`config.mk`:
```
export PLATFORM = sky130hd
export DESIGN_NAME = sdram_addr_mux_burst_read
export DESIGN_NICKNAME = d
export VERILOG_FILES = /design/src/verilog/sdram_addr_mux_burst_read.v
export VERILOG_INCLUDE_DIRS = /design/src /design/src/verilog
export SDC_FILE = /design/constraint.sdc
export NUM_CORES = 1
export LEC_CHECK = 0
export ABC_AREA = 1
export BUFFER_PORTS_ARGS = -buffer_cell sky130_fd_sc_hd__buf_2
export CORE_ASPECT_RATIO = 0.6
export CORE_UTILIZATION = 40
export CTS_BUF_LIST = sky130_fd_sc_hd__clkbuf_16
export CTS_CLUSTER_DIAMETER = 80
export DETAILED_ROUTE_END_ITERATION = 8
export HOLD_SLACK_MARGIN = 0.08
export PLACE_DENSITY = 0.64
export SLEW_MARGIN = 20
export SYNTH_ARGS = -nofsm -noshare
export SYNTH_HDL_FRONTEND = slang
export SYNTH_SLANG_ARGS = --single-unit
```
`constraint.sdc`:
```
create_clock -name pclk -period 6.9 [get_ports pclk]
set_clock_uncertainty 0.2 [all_clocks]
set_input_delay 1.035 -clock pclk [delete_from_list [all_inputs] [get_ports pclk]]
set_output_delay 1.035 -clock pclk [all_outputs]
set_load 0.01 [all_outputs]
```
`src/verilog/sdram_mux_regs.vh`:
```
/*
 * Register offsets, field positions, reset values and pin codes for the
 * synchronous DRAM address multiplexer and burst read engine.
 * Assumes a 32-bit APB slave port with byte addresses.
 */
`ifndef SDRAM_MUX_REGS_VH
`define SDRAM_MUX_REGS_VH

`define MEMORY_CONTROL_OFFSET 12'h000
`define WAIT_CONTROL_TWO_OFFSET 12'h004
`define STATUS_OFFSET 12'h008

// memory_control_reg fields
`define MUX_CODE_LSB 0
`define MUX_CODE_MSB 3
`define ACT_DELAY_LSB 4
`define ACT_DELAY_MSB 5
`define TPC_LSB 6
`define TPC_MSB 8
`define BUS16_BIT 9
`define MEMORY_CONTROL_MASK 32'h0000_03ff
`define MEMORY_CONTROL_RESET 32'h0000_0004

// wait_control_reg_two fields: CAS latency of area 2 and area 3
`define CL2_LSB 0
`define CL2_MSB 1
`define CL3_LSB 2
`define CL3_MSB 3
`define WAIT_CONTROL_TWO_MASK 32'h0000_000f
`define WAIT_CONTROL_TWO_RESET 32'h0000_0005

// Multiplex codes
`define CODE_2M16 4'h5
`define CODE_1M16 4'h4
`define CODE_512K32 4'h7
`define CODE_8M16 4'he
// 4M x 16 geometry, on a 32-bit bus only (CODE_8M16 takes its place on a 16-bit bus)
`define CODE_BIG 4'hd

// Pin positions in the multiplexed field, and the address bit that selects the upper strobes
`define MUX_LO 1
`define MUX_HI 16
`define CMD_PIN_32 12
`define CMD_PIN_16 11
`define ODD_PIN 15
`define UPPER_AREA_BIT 25

`define BEATS 3'h4
`define LAST_BEAT 2'h3

`endif
```
`src/verilog/sdram_addr_mux_burst_read.v`:
```
/*
 * Synchronous DRAM address multiplexer and four-beat burst read engine
 * with auto-precharge, registers reached over APB.
 * Assumes pclk is also the external bus clock toward the memory, and
 * that the memory is wired with its lowest address line on pin A2
 * (32-bit bus) or A1 (16-bit bus).
 */
`timescale 1ns/100ps
`include "sdram_mux_regs.vh"

module sdram_addr_mux_burst_read (
  input wire pclk,
  input wire presetn,
  input wire psel,
  input wire penable,
  input wire pwrite,
  input wire [11:0] paddr,
  input wire [31:0] pwdata,
  output reg [31:0] prdata,
  output wire pready,
  output wire pslverr,
  input wire req_valid,
  input wire req_area,
  input wire [25:0] req_addr,
  output wire req_ready,
  output reg [25:0] addr_pin_reg,
  output reg cs2_n_reg,
  output reg cs3_n_reg,
  output reg row_strobe_upper_n_reg,
  output reg row_strobe_lower_n_reg,
  output reg col_strobe_upper_n_reg,
  output reg col_strobe_lower_n_reg,
  output reg rd_wr_reg,
  input wire [31:0] dq_in,
  output reg [31:0] rdata_reg,
  output reg rdata_valid_reg,
  output reg rdata_last_reg
);

  localparam S_IDLE = 5'b00001;
  localparam S_ACT = 5'b00010;
  localparam S_NOP_WAIT = 5'b00100;
  localparam S_COL = 5'b01000;
  localparam S_DRAIN = 5'b10000;

  reg [31:0] memory_control_reg;
  reg [31:0] wait_control_reg_two;
  reg [4:0] state_reg;
  reg [25:0] acc_addr_reg;
  reg acc_area_reg;
  reg [1:0] wait_reg;
  reg [1:0] beat_reg;
  reg [2:0] cap_reg;
  reg [2:0] issue_pipe_reg;
  reg [3:0] pc2_reg;
  reg [3:0] pc3_reg;

  wire [3:0] addr_mux_code = memory_control_reg[`MUX_CODE_MSB:`MUX_CODE_LSB];
  wire [1:0] act_to_read_delay = memory_control_reg[`ACT_DELAY_MSB:`ACT_DELAY_LSB];
  wire [2:0] tpc = memory_control_reg[`TPC_MSB:`TPC_LSB];
  wire bus16 = memory_control_reg[`BUS16_BIT];
  wire [1:0] cl_raw = acc_area_reg ? wait_control_reg_two[`CL3_MSB:`CL3_LSB] :
                                     wait_control_reg_two[`CL2_MSB:`CL2_LSB];
  // Latency 0 is not a legal memory setting; treat it as 1
  wire [1:0] cas_lat = (cl_raw == 2'h0) ? 2'h1 : cl_raw;
  wire capture = issue_pipe_reg[cas_lat - 2'h1];
  wire last_capture = capture && (cap_reg == `BEATS - 3'h1);
  wire area_free = req_area ? (pc3_reg == 4'h0) : (pc2_reg == 4'h0);

  // Only a precharging area is blocked; the other may start at once
  assign req_ready = (state_reg == S_IDLE) && area_free;
  assign pready = 1'b1;

  wire apb_hit = (paddr == `MEMORY_CONTROL_OFFSET) ||
                 (paddr == `WAIT_CONTROL_TWO_OFFSET) || (paddr == `STATUS_OFFSET);
  assign pslverr = psel && penable && !apb_hit;
  wire apb_wr = psel && penable && pwrite;

  // Row shift and highest multiplexed pin for each geometry
  function [4:0] row_shift;
    input [3:0] code;
    input b16;
    begin
      case (code)
        `CODE_8M16: row_shift = 5'd10;
        `CODE_BIG: row_shift = b16 ? 5'd9 : 5'd9;
        `CODE_2M16: row_shift = 5'd9;
        default: row_shift = 5'd8;
      endcase
    end
  endfunction

  function [4:0] top_pin;
    input [3:0] code;
    input b16;
    begin
      top_pin = (code == `CODE_BIG && !b16) ? 5'd`MUX_HI : 5'd`ODD_PIN;
    end
  endfunction

  // Row phase: multiplexed pins carry the shifted internal address
  function [25:0] row_pins;
    input [25:0] a;
    input [3:0] code;
    input b16;
    integer i;
    begin
      row_pins = a;
      for (i = `MUX_LO; i <= `MUX_HI; i = i + 1) begin
        if (i <= top_pin(code, b16))
          row_pins[i] = a[i + row_shift(code, b16)];
      end
    end
  endfunction

  // Column phase: identity below the command pin, bank bits as in row
  function [25:0] col_pins;
    input [25:0] a;
    input [3:0] code;
    input b16;
    input cmd_bit;
    reg [25:0] r;
    integer cp;
    integer i;
    begin
      r = row_pins(a, code, b16);
      cp = b16 ? `CMD_PIN_16 : `CMD_PIN_32;
      col_pins = a;
      for (i = `MUX_LO; i <= `MUX_HI; i = i + 1) begin
        if (i == cp)
          col_pins[i] = cmd_bit;
        else if (i > cp + 1)
          col_pins[i] = r[i];
      end
      // Here the pin above the command bit is a bank bit, not a column bit
      if (code == `CODE_512K32 && !b16)
        col_pins[`CMD_PIN_32 + 1] = r[`CMD_PIN_32 + 1];
      if ((code == `CODE_512K32 && !b16) || (code == `CODE_1M16 && b16))
        col_pins[`ODD_PIN] = a[`ODD_PIN];
    end
  endfunction

  // Burst wraps inside the 16-byte block (8-byte on a 16-bit bus) starting at the missed word
  function [25:0] beat_addr;
    input [25:0] a;
    input [1:0] k;
    input b16;
    begin
      beat_addr = a;
      if (b16)
        beat_addr[2:1] = a[2:1] + k;
      else
        beat_addr[3:2] = a[3:2] + k;
    end
  endfunction

  function is_big;
    input [3:0] code;
    input b16;
    begin
      is_big = (code == `CODE_BIG && !b16) || (code == `CODE_8M16 && b16);
    end
  endfunction

  always @(posedge pclk or negedge presetn) begin
    if (!presetn) begin
      memory_control_reg <= `MEMORY_CONTROL_RESET;
      wait_control_reg_two <= `WAIT_CONTROL_TWO_RESET;
    end else if (apb_wr) begin
      if (paddr == `MEMORY_CONTROL_OFFSET)
        memory_control_reg <= pwdata & `MEMORY_CONTROL_MASK;
      if (paddr == `WAIT_CONTROL_TWO_OFFSET)
        wait_control_reg_two <= pwdata & `WAIT_CONTROL_TWO_MASK;
    end
  end

  always @* begin
    prdata = 32'h0000_0000;
    if (psel && !pwrite) begin
      case (paddr)
        `MEMORY_CONTROL_OFFSET: prdata = memory_control_reg;
        `WAIT_CONTROL_TWO_OFFSET: prdata = wait_control_reg_two;
        `STATUS_OFFSET: prdata = {19'h0_0000, pc3_reg, pc2_reg, state_reg};
        default: prdata = 32'h0000_0000;
      endcase
    end
  end

  // Strobe select for the current access
  wire upper = acc_addr_reg[`UPPER_AREA_BIT] &&
               !is_big(addr_mux_code, bus16);

  always @(posedge pclk or negedge presetn) begin
    if (!presetn) begin
      state_reg <= S_IDLE;
      acc_addr_reg <= 26'h000_0000;
      acc_area_reg <= 1'b0;
      wait_reg <= 2'h0;
      beat_reg <= 2'h0;
      addr_pin_reg <= 26'h000_0000;
      cs2_n_reg <= 1'b1;
      cs3_n_reg <= 1'b1;
      row_strobe_upper_n_reg <= 1'b1;
      row_strobe_lower_n_reg <= 1'b1;
      col_strobe_upper_n_reg <= 1'b1;
      col_strobe_lower_n_reg <= 1'b1;
      rd_wr_reg <= 1'b1;
    end else begin
      // Default is a NOP with chip selects released
      cs2_n_reg <= 1'b1;
      cs3_n_reg <= 1'b1;
      row_strobe_upper_n_reg <= 1'b1;
      row_strobe_lower_n_reg <= 1'b1;
      col_strobe_upper_n_reg <= 1'b1;
      col_strobe_lower_n_reg <= 1'b1;
      rd_wr_reg <= 1'b1;
      case (state_reg)
        S_IDLE: begin
          if (req_valid && req_ready) begin
            acc_addr_reg <= req_addr;
            acc_area_reg <= req_area;
            wait_reg <= act_to_read_delay;
            addr_pin_reg <= row_pins(req_addr, addr_mux_code, bus16);
            cs2_n_reg <= req_area;
            cs3_n_reg <= !req_area;
            if (req_addr[`UPPER_AREA_BIT] && !is_big(addr_mux_code, bus16))
              row_strobe_upper_n_reg <= 1'b0;
            else
              row_strobe_lower_n_reg <= 1'b0;
            state_reg <= S_ACT;
          end
        end
        S_ACT, S_NOP_WAIT: begin
          cs2_n_reg <= acc_area_reg;
          cs3_n_reg <= !acc_area_reg;
          if (wait_reg == 2'h0) begin
            beat_reg <= 2'h0;
            addr_pin_reg <= col_pins(acc_addr_reg, addr_mux_code, bus16, 1'b0);
            col_strobe_upper_n_reg <= !upper;
            col_strobe_lower_n_reg <= upper;
            state_reg <= S_COL;
          end else begin
            // Extra delay cycles carry NOP
            wait_reg <= wait_reg - 2'h1;
            state_reg <= S_NOP_WAIT;
          end
        end
        S_COL: begin
          if (beat_reg == `LAST_BEAT) begin
            state_reg <= S_DRAIN;
          end else begin
            cs2_n_reg <= acc_area_reg;
            cs3_n_reg <= !acc_area_reg;
            beat_reg <= beat_reg + 2'h1;
            addr_pin_reg <= col_pins(beat_addr(acc_addr_reg, beat_reg + 2'h1, bus16),
                                     addr_mux_code, bus16,
                                     beat_reg + 2'h1 == `LAST_BEAT);
            col_strobe_upper_n_reg <= !upper;
            col_strobe_lower_n_reg <= upper;
          end
        end
        S_DRAIN: begin
          if (last_capture)
            state_reg <= S_IDLE;
        end
        default: state_reg <= S_IDLE;
      endcase
    end
  end

  // Each READ issued is tracked down the pipe until its data arrives
  always @(posedge pclk or negedge presetn) begin
    if (!presetn) begin
      issue_pipe_reg <= 3'h0;
      cap_reg <= 3'h0;
      rdata_reg <= 32'h0000_0000;
      rdata_valid_reg <= 1'b0;
      rdata_last_reg <= 1'b0;
    end else begin
      issue_pipe_reg <= {issue_pipe_reg[1:0], state_reg == S_COL};
      rdata_valid_reg <= capture;
      rdata_last_reg <= last_capture;
      if (capture) begin
        rdata_reg <= dq_in;
        cap_reg <= last_capture ? 3'h0 : cap_reg + 3'h1;
      end
    end
  end

  // Precharge wait per area, started with the last data beat
  always @(posedge pclk or negedge presetn) begin
    if (!presetn) begin
      pc2_reg <= 4'h0;
      pc3_reg <= 4'h0;
    end else begin
      if (last_capture && !acc_area_reg)
        pc2_reg <= {1'b0, tpc} + 4'h1;
      else if (pc2_reg != 4'h0)
        pc2_reg <= pc2_reg - 4'h1;
      if (last_capture && acc_area_reg)
        pc3_reg <= {1'b0, tpc} + 4'h1;
      else if (pc3_reg != 4'h0)
        pc3_reg <= pc3_reg - 4'h1;
    end
  end

endmodule

```
* Word-level counts from Yosys, hierarchy flattened
Index checks and enable logic that the tools add are counted.
** Storage, ports and cells
- Bits of input ports :: 109
- Output and inout bits :: 102
- Word-level logic and storage cells :: 625
- Bits in registers :: 130
** Cells by class
- Reductions and logical operators :: 47
- $add $sub $neg :: 58
- Eq/ne operators :: 37
- Magnitude comparators :: 81
- Mux-type cells :: 381
** Operators with widths (count)
- two-way mux 5 bit :: 116
- < comparator 6 bit (second input constant) :: 48
- greater-than comparator 5 x 32 -> 1 bit (first input constant) :: 8
- binary-select mux 1 bit (select 5 bit) :: 48
- two-way mux 1 bit :: 189
- adder 4 x 5 -> 6 bit (first input constant) :: 24
- greater-than comparator 4 x 32 -> 1 bit (first input constant) :: 4
- two-way mux 26 bit :: 3
- one-hot mux 26 bit (3 select lines) :: 1
- adder 3 x 5 -> 6 bit (first input constant) :: 12
- greater-than comparator 3 x 32 -> 1 bit (first input constant) :: 2
- <= comparator 4 x 5 -> 1 bit (first input constant) :: 8
- one-hot mux 13 bit (3 select lines) :: 1
- adder 2 x 5 -> 6 bit (first input constant) :: 6
- == test 4 bit (first input constant) :: 8
- greater-than comparator 2 x 32 -> 1 bit (first input constant) :: 1
- two-way mux 32 bit :: 1
- <= comparator 3 x 5 -> 1 bit (first input constant) :: 4
- two-way mux 4 bit :: 5
- one-hot mux 5 bit (4 select lines) :: 1
- adder 1 x 5 -> 6 bit (first input constant) :: 3
- adder 5 x 5 -> 6 bit (first input constant) :: 3
- == test 3 x 4 -> 1 bit (first input constant) :: 4
- logical AND 1 bit :: 15
- other kinds (46) :: 89

* Depth between registers and ports, before layout
- Depth after elaboration :: 16
- Gate-level depth with buffers :: 17
- Mapped depth without buffers :: 16

* Worst setup path after synthesis
Ideal clock, no wire load.
- Path kind :: input -> output
- From :: in paddr[1]
- To :: out prdata[4]
- Stages on the path :: 6
- Path slack :: 3.553 ns
- Arrival time :: 2.112 ns
- Cell sequence :: or2_1 -> nor2_1 -> nand3_1 -> inv_1 -> nand2_1 -> a21oi_1
** On the way
- Word-level cells in the longest chain between the ends :: 3
- Elaborated cells between the ends (all ways) :: 5
** RTL lines
- from (decl) :: line sdram_addr_mux_burst_read.v:17 : input wire [11:0] paddr,
- == test 12 x 4 -> 1 bit (tied with other cells) :: line sdram_addr_mux_burst_read.v:180 : case (paddr)
- one-hot mux 13 bit (3 select lines) (*) :: line sdram_addr_mux_burst_read.v:180
- two-way mux 32 bit (*) :: line sdram_addr_mux_burst_read.v:179 : if (psel && !pwrite) begin
- to (decl) :: line sdram_addr_mux_burst_read.v:19 : output reg [31:0] prdata,
Every way passes the cells marked *; elsewhere a longest branch is shown, timed or not.

* Final worst setup path
- From :: reg memory_control_reg[2]
- To :: reg addr_pin_reg[12]
** On the way
- Word-level cells in the longest chain between the ends :: 14
- Elaborated cells between the ends (all ways) :: 35
** RTL lines
- from (decl) :: line sdram_addr_mux_burst_read.v:46 : reg [31:0] memory_control_reg;
- from (signal assigned) :: line sdram_addr_mux_burst_read.v:167 : memory_control_reg <= `MEMORY_CONTROL_RESET;
- from (signal assigned) :: line sdram_addr_mux_burst_read.v:171 : memory_control_reg <= pwdata & `MEMORY_CONTROL_MASK;
- == test 4 bit / == test 4 x 3 -> 1 bit (equally long branches) :: line sdram_addr_mux_burst_read.v:84 : case (code)
- OR reduction 2 bit (no source line)
- one-hot mux 2 bit (2 select lines) :: line sdram_addr_mux_burst_read.v:84
- two-way mux 5 bit :: line sdram_addr_mux_burst_read.v:110 : if (i <= top_pin(code, b16))
- two-way mux 5 bit (on tied branches) :: line sdram_addr_mux_burst_read.v:249, sdram_addr_mux_burst_read.v:236
- two-way mux 5 bit :: line sdram_addr_mux_burst_read.v:217 : case (state_reg)
- adder 4 x 5 -> 6 bit :: line sdram_addr_mux_burst_read.v:111 : row_pins[i] = a[i + row_shift(code, b16)];
- binary-select mux 1 bit (select 5 bit) :: line sdram_addr_mux_burst_read.v:111
- two-way mux 1 bit (not written as such) :: line sdram_addr_mux_burst_read.v:111
- two-way mux 1 bit :: line sdram_addr_mux_burst_read.v:110
- two-way mux 1 bit :: line sdram_addr_mux_burst_read.v:132 : else if (i > cp + 1)
- two-way mux 1 bit :: line sdram_addr_mux_burst_read.v:130 : if (i == cp)
- two-way mux 26 bit (on tied branches) :: line sdram_addr_mux_burst_read.v:249, sdram_addr_mux_burst_read.v:236
- one-hot mux 26 bit (3 select lines) (*) :: line sdram_addr_mux_burst_read.v:217
- to (signal assigned) :: line sdram_addr_mux_burst_read.v:223 : addr_pin_reg <= row_pins(req_addr, addr_mux_code, bus16);
- to (signal assigned) :: line sdram_addr_mux_burst_read.v:238 : addr_pin_reg <= col_pins(acc_addr_reg, addr_mux_code, bus16, 1'b0);
- to (signal assigned) :: line sdram_addr_mux_burst_read.v:255 : addr_pin_reg <= col_pins(beat_addr(acc_addr_reg, beat_reg + 2'h1, bus16),
- to (decl) :: line sdram_addr_mux_burst_read.v:26 : output reg [25:0] addr_pin_reg,
Every way passes the cells marked *; elsewhere a longest branch is shown, timed or not. The select of a mux whose other input is x is not followed.
A chain may end at the register's enable or synchronous reset.

==> results.md <==
* Critical path's top delay family: simple AND/OR/NAND/NOR gates
* Worst hold path class: register to register
* Synth top area cells: dfrtp_1 42%, nand2_1 13%, nand3_1 5.9%
* Fmax at approximately 260 MHz
* Total number of vias at 6156
* Layout overhead on the synthesized area at 21.3%
* Setup repair bufs after CTS at 0
* Total grt overflow at 0
* Fin Hold WS at ~180 ps
* Setup TNS at 0 ps
* Starting Density at 41.1%
* Total of max-cap violations at 0
* Cts repair resizes at 0
* Total power at roughly 0.0033 W
* Status: finished, final reports clean
* Largest net degree at the start of global routing at 77
* Yosys warns at 0
* Post-synth EDFFs at 0
* Port bufs at 167
* Core ar. at 0.0172 mm²
* Initial antenna violation count at 0
* Fillers at around 1700
* Most common cell in the synthesized netlist: nand2_1
* Die area at about 0.018 mm²
* Clock latency on the worst-skew pair at around 420 ps
* Nets@finish at 1132
* First-pass GRT wire length at around 31000 µm
* Remaining antenna violation count at 0
* Top-area cell type share of the netlist area at a little over two fifths
* CP endpoint kind: register
* Final Hold Fails at 0
* Lkg Pwr at 4.67 nW
* CP dominant cell by count: nand2_1
* DRT Pass-1 Iters at 5
* Routed len/inst at about 15 µm
* DP Wirelength at 13900 µm
* Most used DFF post-synth: dfrtp_1
* Yosys cell types at 45
* Die W at around 170 µm
* Max Slew Vio Count at 0
* Final worst slack at slightly above 3000 ps
* Crit-path max FO at 32
* Gr usage total at 21.9%
* WP buf/inv at 3
* Most instantiated cells after synthesis: 249 x nand2_1, 119 x dfrtp_1, 86 x inv_1
* DRC errors left at 0
* Clock root cell: clkbuf_16
* Clock-pin transition on the worst setup and hold timing paths at 60 ps
* Seq/Total Area, Yosys at about 46%
* RSZ-0062 raised after global routing: false
* CTS Buf Count at 17
* FP Rows at 37
* Peak VDD IR at 0.000162 V
* Critical Path Source Type: register
* Mean Syn Cell Area at 8.30 µm²
* Clk buf depth at 2
* Crit path cell chain: nand2_1 > nor3_2 > buf_4 > clkinv_1 > ha_1 > inv_2 > nand3_2 > o21ai_1 > nand2_1 > nand2_1 > nand2_1 > nand3_1 > nand2_1 > nand2_1
* Cell taking the most area after synthesis: dfrtp_1
* CTS tree: yes
* Post-Place Worst Slack at between 3000 and 4000 ps
* Die Ht at between 100 and 150 µm
* Mapped Area at around 0.0071 mm²
* Share of cells above drive strength 1 at between 20% and 30%
* Vias in the first global route at between 5000 and 6000
* Fin util at 49.8%
* Endpoints failing setup at 0
* Hold_buf cts at 0
* CP max-delay cell: dfstp_2
* Cell count after synthesis at around 850
* Period utilization at roughly 56%
* CTS sink cnt at 129
* Worst relative slew slack at 36.0%
* Worst slew pin tran at between 900 and 1000 ps
* Placer congestion estimate at approximately 0.88
* WS Path Type: register to register
* CP Data Required Time at between 7000 and 8000 ps
* Critical Path AT at 4020 ps
* Routed wire length at around 19000 µm
* Post-layout min period at 3860 ps
* Pwr dens at 386 mW/mm²
* FF+latch count, synth at 129
* Via density at 4.90
* H-tree levels at 4
* DRT iter0 DRCs at 524
* IO Pins at ~210
* Worst stage delay on the critical path at roughly 600 ps
* Post-synth ARST share at 100%
* Max reg flops at 32
where the power goes:
part	internal, W	total (W)	leakage, nW	switching [W]
Clock	0.000580	0.000968	0.298	0.000388
Combinational	0.000438	0.00113	2.75	0.000694
Sequential	0.00105	0.00122	1.62	0.000169
logic make-up after synthesis:
kind of cell / after synthesis / share of synthesized area, %
compound gates: 111 / 10.0
xor+xnor: 5 / 0.619
fa+ha+maj: 14 / 2.48
buf+inv: 147 / 9.93
flops: 129 / 45.8
mux: 36 / 5.73
other cells: 2 / 0.106
simple gates: 408 / 25.3
per-stage QoR:
step,cells,area [µm²]
after detailed placement,1224,7950
after floorplan,871,7140
after global routing,1256,8580
after global placement,1224,7950
after CTS,1256,8570
final,1257,8580
cell type report:
class | instances | area (µm²) | share of cell area (%)
sequential | 129 | 3240 | 37.8
multi-input combinational | 595 | 3210 | 37.4
timing repair buffer | 169 | 853 | 9.95
clock buffer | 17 | 425 | 4.96
inverter | 97 | 367 | 4.27
tap | 234 | 293 | 3.41
clock inverter | 15 | 191 | 2.23
antenna | 1 | 2.50 | 0.0292
cells in the final DEF (no fill, tap or decap), drive strengths merged, types with 17 or more instances in the layout:
| cell type | netlist | final |
|---|---|---|
| nand2 | 254 | 254 |
| nor2 | 47 | 47 |
| conb | 2 | 21 |
| dfrtp | 119 | 119 |
| o21ai | 64 | 64 |
| mux2 | 36 | 36 |
| a21oi | 20 | 20 |
| nand3 | 88 | 88 |
| clkbuf | 6 | 17 |
| buf | 44 | 169 |
| o211ai | 17 | 17 |
| inv | 95 | 104 |
path summary, 6_finish.rpt:
check	startpoint	endpoint	slack [ps]	depth (start not counted)
max	memory_control_reg[2]	addr_pin_reg[12]	3040	14
min	issue_pipe_reg[1]	issue_pipe_reg[2]	180	0
max reg2reg	memory_control_reg[2]	addr_pin_reg[12]	3040	14
min reg2reg	issue_pipe_reg[1]	issue_pipe_reg[2]	180	0
max in group asynchronous	presetn	rdata_reg[22]	4610	2
min in group asynchronous	presetn	memory_control_reg[7]	460	1
layer usage:
metal  routed length (µm)  vias to the layer above  global-route usage, %
li1                     -                     3040                      -
met4                  163                        0                   4.89
met5                    0                        -                      0
met1                 9840                     2856                   35.2
met2                 7440                      243                   28.3
met3                 1840                       17                   5.57
No activity file was read; power rests on OpenSTA's default activity.
